===== src/arcc_defs.vh =====
// constants for the auto-reclose cycle control block
// assumes a 20 MHz ref_clk and a 32-bit AXI4-Lite register port
`ifndef ARCC_DEFS_VH
`define ARCC_DEFS_VH

// timing: one millisecond tick from the system clock
`define ARCC_CLK_HZ 20000000
`define ARCC_TICK_US 1000
`define ARCC_TICK_CYCLES (`ARCC_CLK_HZ / 1000000 * `ARCC_TICK_US)

// register byte offsets
`define ARCC_OFS_CTRL 8'h00
`define ARCC_OFS_MAX_START 8'h04
`define ARCC_OFS_MAX_HOLD 8'h08
`define ARCC_OFS_DYN_BLOCK 8'h0C
`define ARCC_OFS_SP_DT1 8'h10
`define ARCC_OFS_TP_DT1 8'h20
`define ARCC_OFS_SPECIAL_DT 8'h30
`define ARCC_OFS_STATUS 8'h34

// word indices of the time table (word address minus one), then the plain word addresses of ctrl and status
`define ARCC_TIX_MAX_START 4'h0
`define ARCC_TIX_MAX_HOLD 4'h1
`define ARCC_TIX_DYN_BLOCK 4'h2
`define ARCC_TIX_SP_BASE 4'h3
`define ARCC_TIX_TP_BASE 4'h7
`define ARCC_TIX_SPECIAL 4'hB
`define ARCC_TIX_LAST 4'hB
`define ARCC_WORD_CTRL 6'h00
`define ARCC_WORD_STATUS 6'h0D

// control register fields
`define ARCC_CTRL_ON 0
`define ARCC_CTRL_CYC_LO 1
`define ARCC_CTRL_CYC_HI 3
`define ARCC_CTRL_START_SRC 4
`define ARCC_CTRL_NO_3PH 5
`define ARCC_CTRL_RESET 6'h02
`define ARCC_CYC_MAX 3'h4

// reset values of the time table, milliseconds
`define ARCC_RST_MAX_START 20'h003E8
`define ARCC_RST_MAX_HOLD 20'h00BB8
`define ARCC_RST_DYN_BLOCK 20'h005DC
`define ARCC_RST_SP_DT1 20'h003E8
`define ARCC_RST_SP_DT2 20'h007D0
`define ARCC_RST_SP_DT3 20'h00BB8
`define ARCC_RST_SP_DT4 20'h00FA0
`define ARCC_RST_TP_DT1 20'h001F4
`define ARCC_RST_TP_DT2 20'h00258
`define ARCC_RST_TP_DT3 20'h002BC
`define ARCC_RST_TP_DT4 20'h00320
`define ARCC_RST_SPECIAL_DT 20'h003E8

// AXI responses
`define ARCC_RESP_OKAY 2'h0
`define ARCC_RESP_SLVERR 2'h2

`endif


===== src/arcc_timer.v =====
// millisecond timer with clean restart and elapsed-time compare
// assumes tick is a one-cycle pulse once per millisecond
`timescale 1ns/1ps
`default_nettype none
module arcc_timer
(
   // clock and reset
   input wire ref_clk,
   input wire rst_n,
   // control
   input wire tick,
   input wire restart,
   input wire run,
   input wire [19:0] limit,
   // result
   output wire expired
);
   reg [19:0] count;

   // elapsed milliseconds, cleared on restart, saturating
   always @(posedge ref_clk)
   begin
      if (!rst_n)
      begin
         count <= 20'h00000;
      end
      else if (restart)
      begin
         count <= 20'h00000;
      end
      else if (run && tick && (count != 20'hFFFFF))
      begin
         count <= count + 20'h00001;
      end
   end

   // stale count is hidden in the restart cycle
   // a full limit of ticks must pass, so the time never ends early
   assign expired = !restart && (count > limit);
endmodule // arcc_timer
`default_nettype wire


===== src/arcc_top.v =====
// auto-reclose cycle control: shots, start supervision, dead times
// assumes synchronous inputs from user logic and an AXI4-Lite master
`timescale 1ns/1ps
`default_nettype none
`include "arcc_defs.vh"
module arcc_top
#(
   parameter TICK_CYCLES = `ARCC_TICK_CYCLES
)
(
   // clock and reset
   input wire ref_clk,
   input wire rst_n,
   // axi4-lite write
   input wire [7:0] s_axi_awaddr,
   input wire s_axi_awvalid,
   output wire s_axi_awready,
   input wire [31:0] s_axi_wdata,
   input wire [3:0] s_axi_wstrb,
   input wire s_axi_wvalid,
   output wire s_axi_wready,
   output reg [1:0] s_axi_bresp,
   output reg s_axi_bvalid,
   input wire s_axi_bready,
   // axi4-lite read
   input wire [7:0] s_axi_araddr,
   input wire s_axi_arvalid,
   output wire s_axi_arready,
   output reg [31:0] s_axi_rdata,
   output reg [1:0] s_axi_rresp,
   output reg s_axi_rvalid,
   input wire s_axi_rready,
   // protection and breaker logic
   input wire external_block_in,
   input wire general_block_in,
   input wire reclose_start_trip_in,
   input wire breaker_pole_open_in,
   input wire dead_time_hold_in,
   input wire special_first_dead_sel_in,
   input wire reduce_dead_time_in,
   input wire three_phase_trip_in,
   input wire sequence_reset_in,
   // status
   output reg close_request,
   output reg dynamic_blocked,
   output reg reclose_blocked,
   output reg in_progress,
   output reg [1:0] cycle_index
);
   localparam ST_IDLE = 3'h0;
   localparam ST_START = 3'h1;
   localparam ST_HOLD = 3'h2;
   localparam ST_DEAD = 3'h3;
   localparam ST_CLOSE = 3'h4;
   localparam ST_NEXT = 3'h5;
   localparam ST_DYN = 3'h6;
   localparam [14:0] TICK_LAST = TICK_CYCLES[14:0] - 15'h0001;

   reg [5:0] ctrl;
   reg [19:0] time_cfg [0:11];
   reg [2:0] state;
   reg three_latched;
   reg trip_q;
   reg start_restart;
   reg phase_restart;
   reg [14:0] tick_cnt;
   reg tick;
   reg [7:0] aw_addr;
   reg aw_ok;
   reg [31:0] w_data;
   reg [3:0] w_strb;
   reg w_ok;
   reg [19:0] dead_limit;
   reg [19:0] phase_limit;
   reg [31:0] rd_mux;
   reg rd_hit;
   wire start_expired;
   wire phase_expired;
   wire [5:0] aw_word;
   wire [5:0] ar_word;
   wire [3:0] aw_tix;
   wire [3:0] ar_tix;
   wire [31:0] ctrl_new;
   wire [31:0] cfg_new;
   wire enabled;
   wire trip_rise;
   wire cycle_three;
   wire [2:0] cyc_sel;
   integer i;

   // reset value of each time table entry
   function [19:0] cfg_default;
      input [3:0] ix;
      begin
         case (ix)
            4'h0: cfg_default = `ARCC_RST_MAX_START;
            4'h1: cfg_default = `ARCC_RST_MAX_HOLD;
            4'h2: cfg_default = `ARCC_RST_DYN_BLOCK;
            4'h3: cfg_default = `ARCC_RST_SP_DT1;
            4'h4: cfg_default = `ARCC_RST_SP_DT2;
            4'h5: cfg_default = `ARCC_RST_SP_DT3;
            4'h6: cfg_default = `ARCC_RST_SP_DT4;
            4'h7: cfg_default = `ARCC_RST_TP_DT1;
            4'h8: cfg_default = `ARCC_RST_TP_DT2;
            4'h9: cfg_default = `ARCC_RST_TP_DT3;
            4'hA: cfg_default = `ARCC_RST_TP_DT4;
            default: cfg_default = `ARCC_RST_SPECIAL_DT;
         endcase
      end
   endfunction

   // byte-lane merge of a write into an old word
   function [31:0] lane_merge;
      input [31:0] old;
      input [31:0] dat;
      input [3:0] strb;
      begin
         lane_merge[7:0] = strb[0] ? dat[7:0] : old[7:0];
         lane_merge[15:8] = strb[1] ? dat[15:8] : old[15:8];
         lane_merge[23:16] = strb[2] ? dat[23:16] : old[23:16];
         lane_merge[31:24] = strb[3] ? dat[31:24] : old[31:24];
      end
   endfunction

   // ****************************************
   // millisecond tick
   // ****************************************

   // one shared tick for every timer
   always @(posedge ref_clk)
   begin
      if (!rst_n)
      begin
         tick_cnt <= 15'h0000;
         tick <= 1'b0;
      end
      else if (tick_cnt == TICK_LAST)
      begin
         tick_cnt <= 15'h0000;
         tick <= 1'b1;
      end
      else
      begin
         tick_cnt <= tick_cnt + 15'h0001;
         tick <= 1'b0;
      end
   end

   // ****************************************
   // register port
   // ****************************************

   assign aw_word = aw_addr[7:2];
   assign ar_word = s_axi_araddr[7:2];
   assign aw_tix = aw_word[3:0] - 4'h1;
   assign ar_tix = ar_word[3:0] - 4'h1;
   assign ctrl_new = lane_merge({26'h0000000, ctrl}, w_data, w_strb);
   assign cfg_new = lane_merge({12'h000, time_cfg[aw_tix]}, w_data, w_strb);
   assign s_axi_awready = !aw_ok && !s_axi_bvalid;
   assign s_axi_wready = !w_ok && !s_axi_bvalid;
   assign s_axi_arready = !s_axi_rvalid;

   // write channels captured in either order, applied together
   always @(posedge ref_clk)
   begin
      if (!rst_n)
      begin
         aw_ok <= 1'b0;
         w_ok <= 1'b0;
         aw_addr <= 8'h00;
         w_data <= 32'h00000000;
         w_strb <= 4'h0;
         s_axi_bvalid <= 1'b0;
         s_axi_bresp <= `ARCC_RESP_OKAY;
         ctrl <= `ARCC_CTRL_RESET;
         for (i = 0; i <= 11; i = i + 1)
            time_cfg[i] <= cfg_default(i[3:0]);
      end
      else
      begin
         if (s_axi_awvalid && s_axi_awready)
         begin
            aw_addr <= s_axi_awaddr;
            aw_ok <= 1'b1;
         end
         if (s_axi_wvalid && s_axi_wready)
         begin
            w_data <= s_axi_wdata;
            w_strb <= s_axi_wstrb;
            w_ok <= 1'b1;
         end
         if (aw_ok && w_ok)
         begin
            aw_ok <= 1'b0;
            w_ok <= 1'b0;
            s_axi_bvalid <= 1'b1;
            s_axi_bresp <= `ARCC_RESP_OKAY;
            if (aw_word == `ARCC_WORD_CTRL)
               ctrl <= ctrl_new[5:0];
            else if ((aw_word != 6'h00) && (aw_word <= {2'h0, `ARCC_TIX_LAST} + 6'h01))
               time_cfg[aw_tix] <= cfg_new[19:0];
            else
               s_axi_bresp <= `ARCC_RESP_SLVERR; // status and holes refuse writes
         end
         else if (s_axi_bvalid && s_axi_bready)
         begin
            s_axi_bvalid <= 1'b0;
         end
      end
   end

   // read decode
   always @*
   begin
      rd_mux = 32'h00000000;
      rd_hit = 1'b1;
      if (ar_word == `ARCC_WORD_CTRL)
         rd_mux = {26'h0000000, ctrl};
      else if (ar_word == `ARCC_WORD_STATUS)
         rd_mux = {23'h000000, reclose_blocked, dynamic_blocked, three_latched,
                   cycle_index, 1'b0, state};
      else if ((ar_word != 6'h00) && (ar_word <= {2'h0, `ARCC_TIX_LAST} + 6'h01))
         rd_mux = {12'h000, time_cfg[ar_tix]};
      else
         rd_hit = 1'b0;
   end

   // read answer one cycle after address
   always @(posedge ref_clk)
   begin
      if (!rst_n)
      begin
         s_axi_rvalid <= 1'b0;
         s_axi_rdata <= 32'h00000000;
         s_axi_rresp <= `ARCC_RESP_OKAY;
      end
      else if (s_axi_arvalid && s_axi_arready)
      begin
         s_axi_rvalid <= 1'b1;
         s_axi_rdata <= rd_mux;
         s_axi_rresp <= rd_hit ? `ARCC_RESP_OKAY : `ARCC_RESP_SLVERR;
      end
      else if (s_axi_rvalid && s_axi_rready)
      begin
         s_axi_rvalid <= 1'b0;
      end
   end

   // ****************************************
   // cycle control
   // ****************************************

   assign cyc_sel = ctrl[`ARCC_CTRL_CYC_HI:`ARCC_CTRL_CYC_LO];
   assign enabled = ctrl[`ARCC_CTRL_ON] && (cyc_sel != 3'h0)
                    && !external_block_in && !general_block_in;
   assign trip_rise = reclose_start_trip_in && !trip_q;
   assign cycle_three = three_latched || three_phase_trip_in;

   // dead time by cycle and fault type
   always @*
   begin
      if (three_latched && (cycle_index == 2'h0) && special_first_dead_sel_in)
         dead_limit = time_cfg[`ARCC_TIX_SPECIAL];
      else if (three_latched)
         dead_limit = time_cfg[`ARCC_TIX_TP_BASE + {2'h0, cycle_index}];
      else
         dead_limit = time_cfg[`ARCC_TIX_SP_BASE + {2'h0, cycle_index}];
      case (state)
         ST_HOLD: phase_limit = time_cfg[`ARCC_TIX_MAX_HOLD];
         ST_DYN: phase_limit = time_cfg[`ARCC_TIX_DYN_BLOCK];
         default: phase_limit = dead_limit;
      endcase
   end

   // start-signal timer
   arcc_timer u_start_timer
   (
      .ref_clk(ref_clk),
      .rst_n(rst_n),
      .tick(tick),
      .restart(start_restart),
      .run(state == ST_START),
      .limit(time_cfg[`ARCC_TIX_MAX_START]),
      .expired(start_expired)
   );

   // hold, dead and dynamic block timer
   arcc_timer u_phase_timer
   (
      .ref_clk(ref_clk),
      .rst_n(rst_n),
      .tick(tick),
      .restart(phase_restart),
      .run(1'b1),
      .limit(phase_limit),
      .expired(phase_expired)
   );

   // sequence state machine
   always @(posedge ref_clk)
   begin
      if (!rst_n)
      begin
         state <= ST_IDLE;
         three_latched <= 1'b0;
         cycle_index <= 2'h0;
         trip_q <= 1'b0;
         start_restart <= 1'b0;
         phase_restart <= 1'b0;
         close_request <= 1'b0;
      end
      else
      begin
         trip_q <= reclose_start_trip_in;
         start_restart <= 1'b0;
         phase_restart <= 1'b0;
         close_request <= 1'b0;
         case (state)
            ST_IDLE, ST_NEXT:
            begin
               if (!enabled)
               begin
                  state <= ST_IDLE;
                  three_latched <= 1'b0;
                  cycle_index <= 2'h0;
               end
               else if (trip_rise)
               begin
                  // index has wrapped to zero once all four shots are spent
                  if ((state == ST_NEXT) && ((cycle_index == 2'h0) ||
                      ({1'b0, cycle_index} >= cyc_sel)))
                  begin
                     state <= ST_DYN;
                     phase_restart <= 1'b1;
                  end
                  else if (cycle_three && ctrl[`ARCC_CTRL_NO_3PH])
                  begin
                     state <= ST_DYN;
                     phase_restart <= 1'b1;
                  end
                  else
                  begin
                     state <= ST_START;
                     start_restart <= 1'b1;
                  end
               end
               else if ((state == ST_NEXT) && sequence_reset_in)
               begin
                  state <= ST_IDLE;
                  three_latched <= 1'b0;
                  cycle_index <= 2'h0;
               end
            end
            ST_START:
            begin
               if (!ctrl[`ARCC_CTRL_ON] || general_block_in || external_block_in)
               begin
                  state <= ST_DYN;
                  phase_restart <= 1'b1;
               end
               else if (ctrl[`ARCC_CTRL_START_SRC] ? breaker_pole_open_in
                        : !reclose_start_trip_in)
               begin
                  three_latched <= cycle_three;
                  if (cycle_three && ctrl[`ARCC_CTRL_NO_3PH])
                     state <= ST_DYN;
                  else
                     state <= dead_time_hold_in ? ST_HOLD : ST_DEAD;
                  phase_restart <= 1'b1;
               end
               else if (start_expired)
               begin
                  state <= ST_DYN;
                  phase_restart <= 1'b1;
               end
            end
            ST_HOLD:
            begin
               if (!dead_time_hold_in)
               begin
                  state <= ST_DEAD;
                  phase_restart <= 1'b1;
               end
               else if (phase_expired)
               begin
                  state <= ST_DYN;
                  phase_restart <= 1'b1;
               end
            end
            ST_DEAD:
            begin
               if (!enabled)
               begin
                  state <= ST_DYN;
                  phase_restart <= 1'b1;
               end
               else if (reduce_dead_time_in || phase_expired)
               begin
                  state <= ST_CLOSE;
                  close_request <= 1'b1;
               end
            end
            ST_CLOSE:
            begin
               cycle_index <= cycle_index + 2'h1;
               state <= ST_NEXT;
            end
            ST_DYN:
            begin
               if (phase_expired)
               begin
                  state <= ST_IDLE;
                  three_latched <= 1'b0;
                  cycle_index <= 2'h0;
               end
            end
            default:
            begin
               state <= ST_IDLE;
            end
         endcase
      end
   end

   // registered status flags
   always @(posedge ref_clk)
   begin
      if (!rst_n)
      begin
         dynamic_blocked <= 1'b0;
         reclose_blocked <= 1'b1;
         in_progress <= 1'b0;
      end
      else
      begin
         dynamic_blocked <= (state == ST_DYN);
         reclose_blocked <= !enabled || (state == ST_DYN);
         in_progress <= (state == ST_START) || (state == ST_HOLD) || (state == ST_DEAD);
      end
   end
endmodule // arcc_top
`default_nettype wire


===== config.mk =====
export PLATFORM = sky130hd
export DESIGN_NAME = arcc_top
export DESIGN_NICKNAME = d
export VERILOG_FILES = /design/src/arcc_timer.v /design/src/arcc_top.v
export VERILOG_INCLUDE_DIRS = /design/src
export SDC_FILE = /design/constraint.sdc
export NUM_CORES = 1
export LEC_CHECK = 0
export ABC_CLOCK_PERIOD_IN_PS = 9700
export BUFFER_PORTS_ARGS = -buffer_cell sky130_fd_sc_hd__clkbuf_2
export CAP_MARGIN = 40
export CELL_PAD_IN_SITES_DETAIL_PLACEMENT = 1
export CELL_PAD_IN_SITES_GLOBAL_PLACEMENT = 1
export CORE_MARGIN = 2
export CORE_UTILIZATION = 49
export DETAILED_ROUTE_END_ITERATION = 10
export GPL_ROUTABILITY_DRIVEN = 0
export PLACE_DENSITY_LB_ADDON = 0.05
export SLEW_MARGIN = 10
export SYNTH_ARGS = -nofsm -noshare
export SYNTH_HDL_FRONTEND = slang
export SYNTH_SLANG_ARGS = --single-unit

===== constraint.sdc =====
create_clock -name ref_clk -period 9.7 [get_ports ref_clk]
set_input_delay 0.97 -clock ref_clk [delete_from_list [all_inputs] [get_ports ref_clk]]
set_output_delay 0.97 -clock ref_clk [all_outputs]
set_load 0.005 [all_outputs]

==> results of run 1 <==
-- critical path, cell delays in order (launching register included) --
cell	delay [ps]
dfxtp_1	430
inv_1	90
ha_2	830
buf_4	640
mux4_2	430
o22a_1	210
o21ai_0	80
a21oi_1	120
o21ai_0	310
ha_1	210
nand4_1	200
nor4_1	620
o21ai_0	240
nand4_1	170
nand3b_1	300
a31o_2	360
a221oi_1	250
-- path summary, 6_finish.rpt --
check	from	to	slack, ps	cells after the start
setup / recovery	cycle_index[1]$_SDFFE_PN0P_	three_latched$_SDFFE_PN0P_	4040	16
hold / removal	tick_cnt[0]$_SDFF_PP0_	tick_cnt[0]$_SDFF_PP0_	460	1
setup reg to reg	cycle_index[1]$_SDFFE_PN0P_	three_latched$_SDFFE_PN0P_	4040	16
hold reg to reg	tick_cnt[0]$_SDFF_PP0_	tick_cnt[0]$_SDFF_PP0_	460	1
-- layout make-up --
class / count / area, um^2 / area share [%]
Inverter: 41 / 153.9 / 0.5829
Multi-Input combinational cell: 1375 / 10660 / 40.37
Sequential cell: 450 / 12220 / 46.27
Antenna cell: 1 / 2.502 / 0.009477
Tap cell: 615 / 769.5 / 2.914
Timing Repair Buffer: 140 / 883.3 / 3.345
Clock buffer: 79 / 1599 / 6.056
Clock inverter: 16 / 118.9 / 0.4502
-- sequential cells by signal, summed over array words and instances, names as in the netlist, 2 cells and up --
signal and count:
u_start_timer.count 20, aw_addr 6, s_axi_rdata 20, w_data 20, state 3, time_cfg 320
ctrl 6, tick_cnt 15, cycle_index 2, w_strb 3, u_phase_timer.count 20
-- through the flow --
stage	hold slack (ps)	cells	utilization, %	power [uW]
2_1_floorplan	425.8	2020	-	2649
3_3_place_gp	449.4	2612	51.80	2854
3_5_place_dp	451.4	2620	52.01	2883
4_1_cts	466.5	2715	55.64	4836
5_1_grt	479.6	2716	55.65	4966
6_report	461.5	2717	55.65	4802
-- logic make-up (layout without fill, tap and decap cells) --
| kind of cell | Yosys count | count (layout) |
|---|---|---|
| xor gates and xnor gates | 46 | 46 |
| and+or+nand+nor | 682 | 682 |
| other | 1 | 95 |
| muxes | 194 | 194 |
| DFF | 450 | 450 |
| buffers and inverters | 195 | 276 |
| AOI/OAI and AO/OA | 310 | 310 |
| adders and majority gates | 49 | 49 |
-- layer usage --
metal	track usage, %	part of all wire, %
met2	45.15	48
met5	0	0
met3	4.853	6.6
met1	36.86	43
met4	8.292	2.6
-- power by group through the flow --
stage / registers [uW] / logic (uW) / clock network, uW
after CTS: 2200 / 652 / 1990
after global routing: 2210 / 704 / 2060
after global placement: 2230 / 623 / 0
after floorplan: 2190 / 458 / 0
after detailed placement: 2240 / 647 / 0
final: 2200 / 652 / 1950
-- cells in the mapped netlist, drive strengths merged (2+ instances only) --
library cell,count
a2111oi,2
a211oi,26
a21boi,3
a21o,6
a21oi,101
a221oi,6
a22oi,12
a311oi,2
a31o,2
a31oi,4
and2,167
and3,22
and4,5
buf,55
clkbuf,99
dfxtp,130
edfxtp,320
ha,49
inv,40
mux2i,54
mux4,140
nand2,124
nand2b,11
nand3,30
nand4,22
nor2,154
nor2b,30
nor3,23
nor3b,4
nor4,6
nor4b,2
o211ai,3
o21ai,106
o21bai,2
o22a,19
o22ai,2
o31a,2
o31ai,4
or2,2
or3,79
xnor2,17
xor2,29
==> run metrics, run 1 <==
outcome finished, final reports clean; initial drt markers 1199; Starting Density 49.28%; RSZ-0062 raised after global routing no; VDD IR-drop max 0.1200 mV; Setup TNS 0 ps; CTS root buf clkbuf_16; relative slew slack 41.56%; Row Count 80; post-synth top area cell edfxtp_1; # Post-CTS Setup Buffers 0; Least-Margin Pin Slew 875.4 ps; final critical-path required period 5664 ps; DR DRC count 0; htree depth 2; Die H 222.4 um; Nets 2176; Boundary Pins 115; largest net degree at the start of global routing 66; Synth Register Bits 450; Leak 0.009422 uW; worst endpoint required time 10190 ps; final critical-path share of the clock period 58.39%; post-route cell area 26400 um^2; P&R area growth vs syn 12.92%; Hold Crit Class register to register; Clock Path Buffers 3; most frequent cells in the layout 320 x edfxtp_1, 167 x and2_1, 153 x nor2_1, 128 x dfxtp_1, 124 x nand2_1; Via Count 16195; Worst-path clk slew 60 ps; pwr dens 181.9 nW/um^2; fraction of layout cells with a size suffix above 1 17.18%; sequential fraction of design power 45.7%; vias in the first global route 16996; yosys warns 0; Via density 5.961; Synth area leaders edfxtp_1 41%, mux4_2 11%, dfxtp_1 11%, and2_1 4.5%, mux4_1 2.7%; Psw 1246 uW; Max Cap Viol 0; IO buf count 83; Cell Area, Placed 24680 um^2; hold buffer count at CTS 0; Final Skew 20.32 ps; Fillers 4894; combinational cell fraction of total power 13.6%; fmax 176.6 MHz; first-pass GRT wire length 102.0 mm; Yosys top cell area share 41.10%; CP endpoint kind register; multiplexer area fraction after synthesis 16.18%; Synth Area in XOR/XNOR 1.755%; Int Pwr 3556 uW; power share of the clock group 40.7%; WP data arrival 6160 ps; antenna-violating nets left 0; Synth Area in Simple Gates 15.28%; CTS buffer count 51; CP max FO 38; Post-Synthesis Cells 1927; initial antenna violation count 3; Yosys cell types 68; Max Transition Viols Final 0; final worst slack 4036 ps; compound-cell area share of the yosys netlist 8.091%; asr flop ratio synth 0%; wire per inst 24.47 um; sequential share of the synthesized area 52.23%; final wirelength 66.49 mm; GRT Residual Overflow 0; Startpoint Class register; mapped cell area 23380 um^2; chip width 222.4 um; Post-synth EDFFs 320; main combinational cell family by area after synthesis multiplexers; post-CTS sizing 0; die area 49480 um^2; Worst-Skew Late Latency 600 ps; Final Hold Fails 0; Sw Ratio 25.95%; TritonCTS clock tree built; setup violators final 0; predominant post-synthesis flop cell edfxtp_1; most common cell after layout, fill and taps aside edfxtp_1; core area 47450 um^2; clock sinks 450; drt pass-1 iters 7; Post-Place Worst Slack 4071 ps; post-synthesis adder-cell area fraction 2.622%; Detailed Place HPWL 46.12 mm; CP Class register to register; Syn Area/Cell 12.13 um^2; Total GRT Usage 27.27%
(Power assumes the default switching activity.)
==> run 2: changes to the inputs <==
--- a/config.mk
+++ b/config.mk
@@ -6,7 +6,7 @@
 export SDC_FILE = /design/constraint.sdc
 export NUM_CORES = 1
 export LEC_CHECK = 0
-export ABC_CLOCK_PERIOD_IN_PS = 9700
+export ABC_CLOCK_PERIOD_IN_PS = 5300
 export BUFFER_PORTS_ARGS = -buffer_cell sky130_fd_sc_hd__clkbuf_2
 export CAP_MARGIN = 40
 export CELL_PAD_IN_SITES_DETAIL_PLACEMENT = 1
==> constraint.sdc (replaced) <==
create_clock -name ref_clk -period 5.3 [get_ports ref_clk]
set_input_delay 0.53 -clock ref_clk [delete_from_list [all_inputs] [get_ports ref_clk]]
set_output_delay 0.53 -clock ref_clk [all_outputs]
set_load 0.005 [all_outputs]
==> run 2 against run 1 <==
- hold slack got worse by 350 ps
- clock skew down 7.8 ps
- clock power is 83% higher
- clock-buffer cell count decreased by 4
- flip-flop and latch count unchanged
- setup slack worse by 3400 ps
- critical path type unchanged
- maximum frequency grew 21%
- sequential share of layout area decreased by 0.23 points
- critical endpoint unchanged
- first-iteration DRC count increased by 9.8%
- cell area rose by 0.50%
- non-clock buffer count is 5 higher
- via count grew 0.47%
==> run metrics, run 2 (synthesized netlist as in run 1, its figures left out) <==
fraction of layout cells with a size suffix above 1 17.61% (was 17.18%); vias in the first global route 17216 (was 16996); clock sinks 450 (unchanged); Boundary Pins 115 (unchanged); Largest Register time_cfg (unchanged); CP Class register to register (unchanged); antenna-violating nets left 0 (unchanged); Worst-Skew Late Latency 600 ps (about the same); initial antenna violation count 5 (was 3); Die H 222.4 um (unchanged); DR DRC count 0 (unchanged); WP data arrival 5120 ps (was 6160 ps); IO buf count 83 (unchanged); Psw 2300 uW (was 1246 uW); Final Skew 12.49 ps (was 20.32 ps); CP endpoint kind register (unchanged); Max Transition Viols Final 0 (unchanged); crit path cell chain inv_1 > ha_2 > buf_12 > mux4_2 > o22a_1 > o21ai_0 > a21oi_1 > o21ai_0 > ha_1 > nand4_1 > nor4_1 > o21ai_0 > nand4_1 > nand3b_1 > a31oi_1 > a221oi_1 (was inv_1 > ha_2 > buf_4 > mux4_2 > o22a_1 > o21ai_0 > a21oi_1 > o21ai_0 > ha_1 > nand4_1 > nor4_1 > o21ai_0 > nand4_1 > nand3b_1 > a31o_2 > a221oi_1); Via Count 16271 (was 16195); CTS buffer count 51 (unchanged); outcome finished, final reports clean (unchanged); Row Count 80 (unchanged); GRT Residual Overflow 0 (unchanged); drt pass-1 iters 5 (was 7); core area 47450 um^2 (unchanged); chip width 222.4 um (unchanged); first-pass GRT wire length 103.1 mm (was 102.0 mm); Antenna diodes 0 (was 1); fmax 213.0 MHz (was 176.6 MHz); cell family with most CP delay compound AO/OA/AOI/OAI gates (unchanged); Reg area 12220 um^2 (unchanged); worst endpoint required time 5730 ps (was 10190 ps); max reg flops 320 (unchanged); Multi-input gate area 10660 um^2 (unchanged); Starting Density 49.28% (unchanged); Most Frequent Cell on Critical Path o21ai_0 (unchanged); CP max FO 42 (was 38); CP max stage cell nor4_1 (was ha_2); Hold Crit Class primary input to register (was register to register); wire per inst 24.62 um (was 24.47 um); power share of the clock group 40.4% (was 40.7%); Least-Margin Pin Slew 912.9 ps (was 875.4 ps); Nets 2181 (was 2176); slowest stage delay, CP 580 ps (was 830 ps); setup violators final 0 (unchanged); TritonCTS clock tree built (unchanged); Fillers 4883 (was 4894); sequential fraction of design power 45.7% (about the same); most frequent cells in the layout 320 x edfxtp_1, 167 x and2_1, 153 x nor2_1, 128 x dfxtp_1, 124 x nand2_1 (unchanged); Via density 5.978 (was 5.961); final wirelength 67.01 mm (was 66.49 mm); Startpoint Class register (unchanged); Worst-path clk slew 60 ps (about the same); initial drt markers 1316 (was 1199); Cells after DPL 2626 (was 2620); pwr dens 331.5 nW/um^2 (was 181.9 nW/um^2); final critical-path required period 4695 ps (was 5664 ps); relative slew slack 37.57% (was 41.56%); combinational cell fraction of total power 13.9% (was 13.6%); Sw Ratio 26.15% (was 25.95%); Detailed Place HPWL 47.18 mm (was 46.12 mm); largest net degree at the start of global routing 65 (was 66); final critical-path share of the clock period 88.58% (was 58.39%); Max Cap Viol 0 (unchanged); post-CTS sizing 0 (unchanged); Final Hold Fails 0 (unchanged); non-filler cells, final 2722 (was 2717); Clock Path Buffers 3 (unchanged); most common cell after layout, fill and taps aside edfxtp_1 (unchanged); Int Pwr 6496 uW (was 3556 uW); P&R area growth vs syn 13.49% (was 12.92%); htree depth 2 (unchanged); CTS root buf clkbuf_16 (unchanged); VDD IR-drop max 0.2199 mV (was 0.1200 mV); # Post-CTS Setup Buffers 0 (unchanged); RSZ-0062 raised after global routing no (unchanged); WP buf/inv 2 (unchanged); hold buffer count at CTS 0 (unchanged); die area 49480 um^2 (unchanged); Setup TNS 0 ps (unchanged); Leak 0.009481 uW (was 0.009422 uW); Total GRT Usage 27.57% (was 27.27%)
-- run 2: cell type report --
class | instances | share of cell area, %
clock buffer | 75 | 5.884
clock inverter | 21 | 0.5611
inverter | 41 | 0.5799
multi-input combinational | 1375 | 40.17
sequential | 450 | 46.04
tap | 615 | 2.900
timing repair buffer | 145 | 3.866
-- run 2: final timing paths --
kind                                from                         end  slack (ps)  cells after the start
max          cycle_index[1]$_SDFFE_PN0P_  three_latched$_SDFFE_PN0P_         610                     16
min                         s_axi_rready   s_axi_rvalid$_SDFFE_PN0P_         110                      2
max reg2reg  cycle_index[1]$_SDFFE_PN0P_  three_latched$_SDFFE_PN0P_         610                     16
min reg2reg       tick_cnt[0]$_SDFF_PP0_      tick_cnt[0]$_SDFF_PP0_         460                      1
-- run 2: per-layer routing --
metal  global-route usage, %  wire (um)  vias up  part of all wire (%)
met2                   46.08      32410      452                    48
li1                        -          -     7385                     -
met1                   36.78      28620     8337                    43
met4                   6.906       1401        4                   2.1
met5                       0         32        -                 0.048
met3                   5.990       4551       93                   6.8
-- run 2: through the flow --
stage	cell area [um^2]	utilization, %	setup WS (ps)	power (uW)	hold slack, ps
finish	26540	55.93	605.4	8797	113.8
global route	26540	55.93	310.1	9100	113.2
CTS	26540	55.93	644.5	8861	86.35
detailed placement	24830	52.33	671.6	5308	451.8
global placement	24710	52.08	804.3	5251	443.2
floorplan	23730	-	940.1	4848	425.8
-- run 2: power groups by stage --
| stage | Sequential [uW] | Combinational [uW] | Clock (uW) |
|---|---|---|---|
| after floorplan | 4010 | 839 | 0 |
| after global placement | 4090 | 1160 | 0 |
| after detailed placement | 4090 | 1220 | 0 |
| after CTS | 4020 | 1220 | 3620 |
| after global routing | 4040 | 1320 | 3750 |
| final | 4020 | 1220 | 3560 |
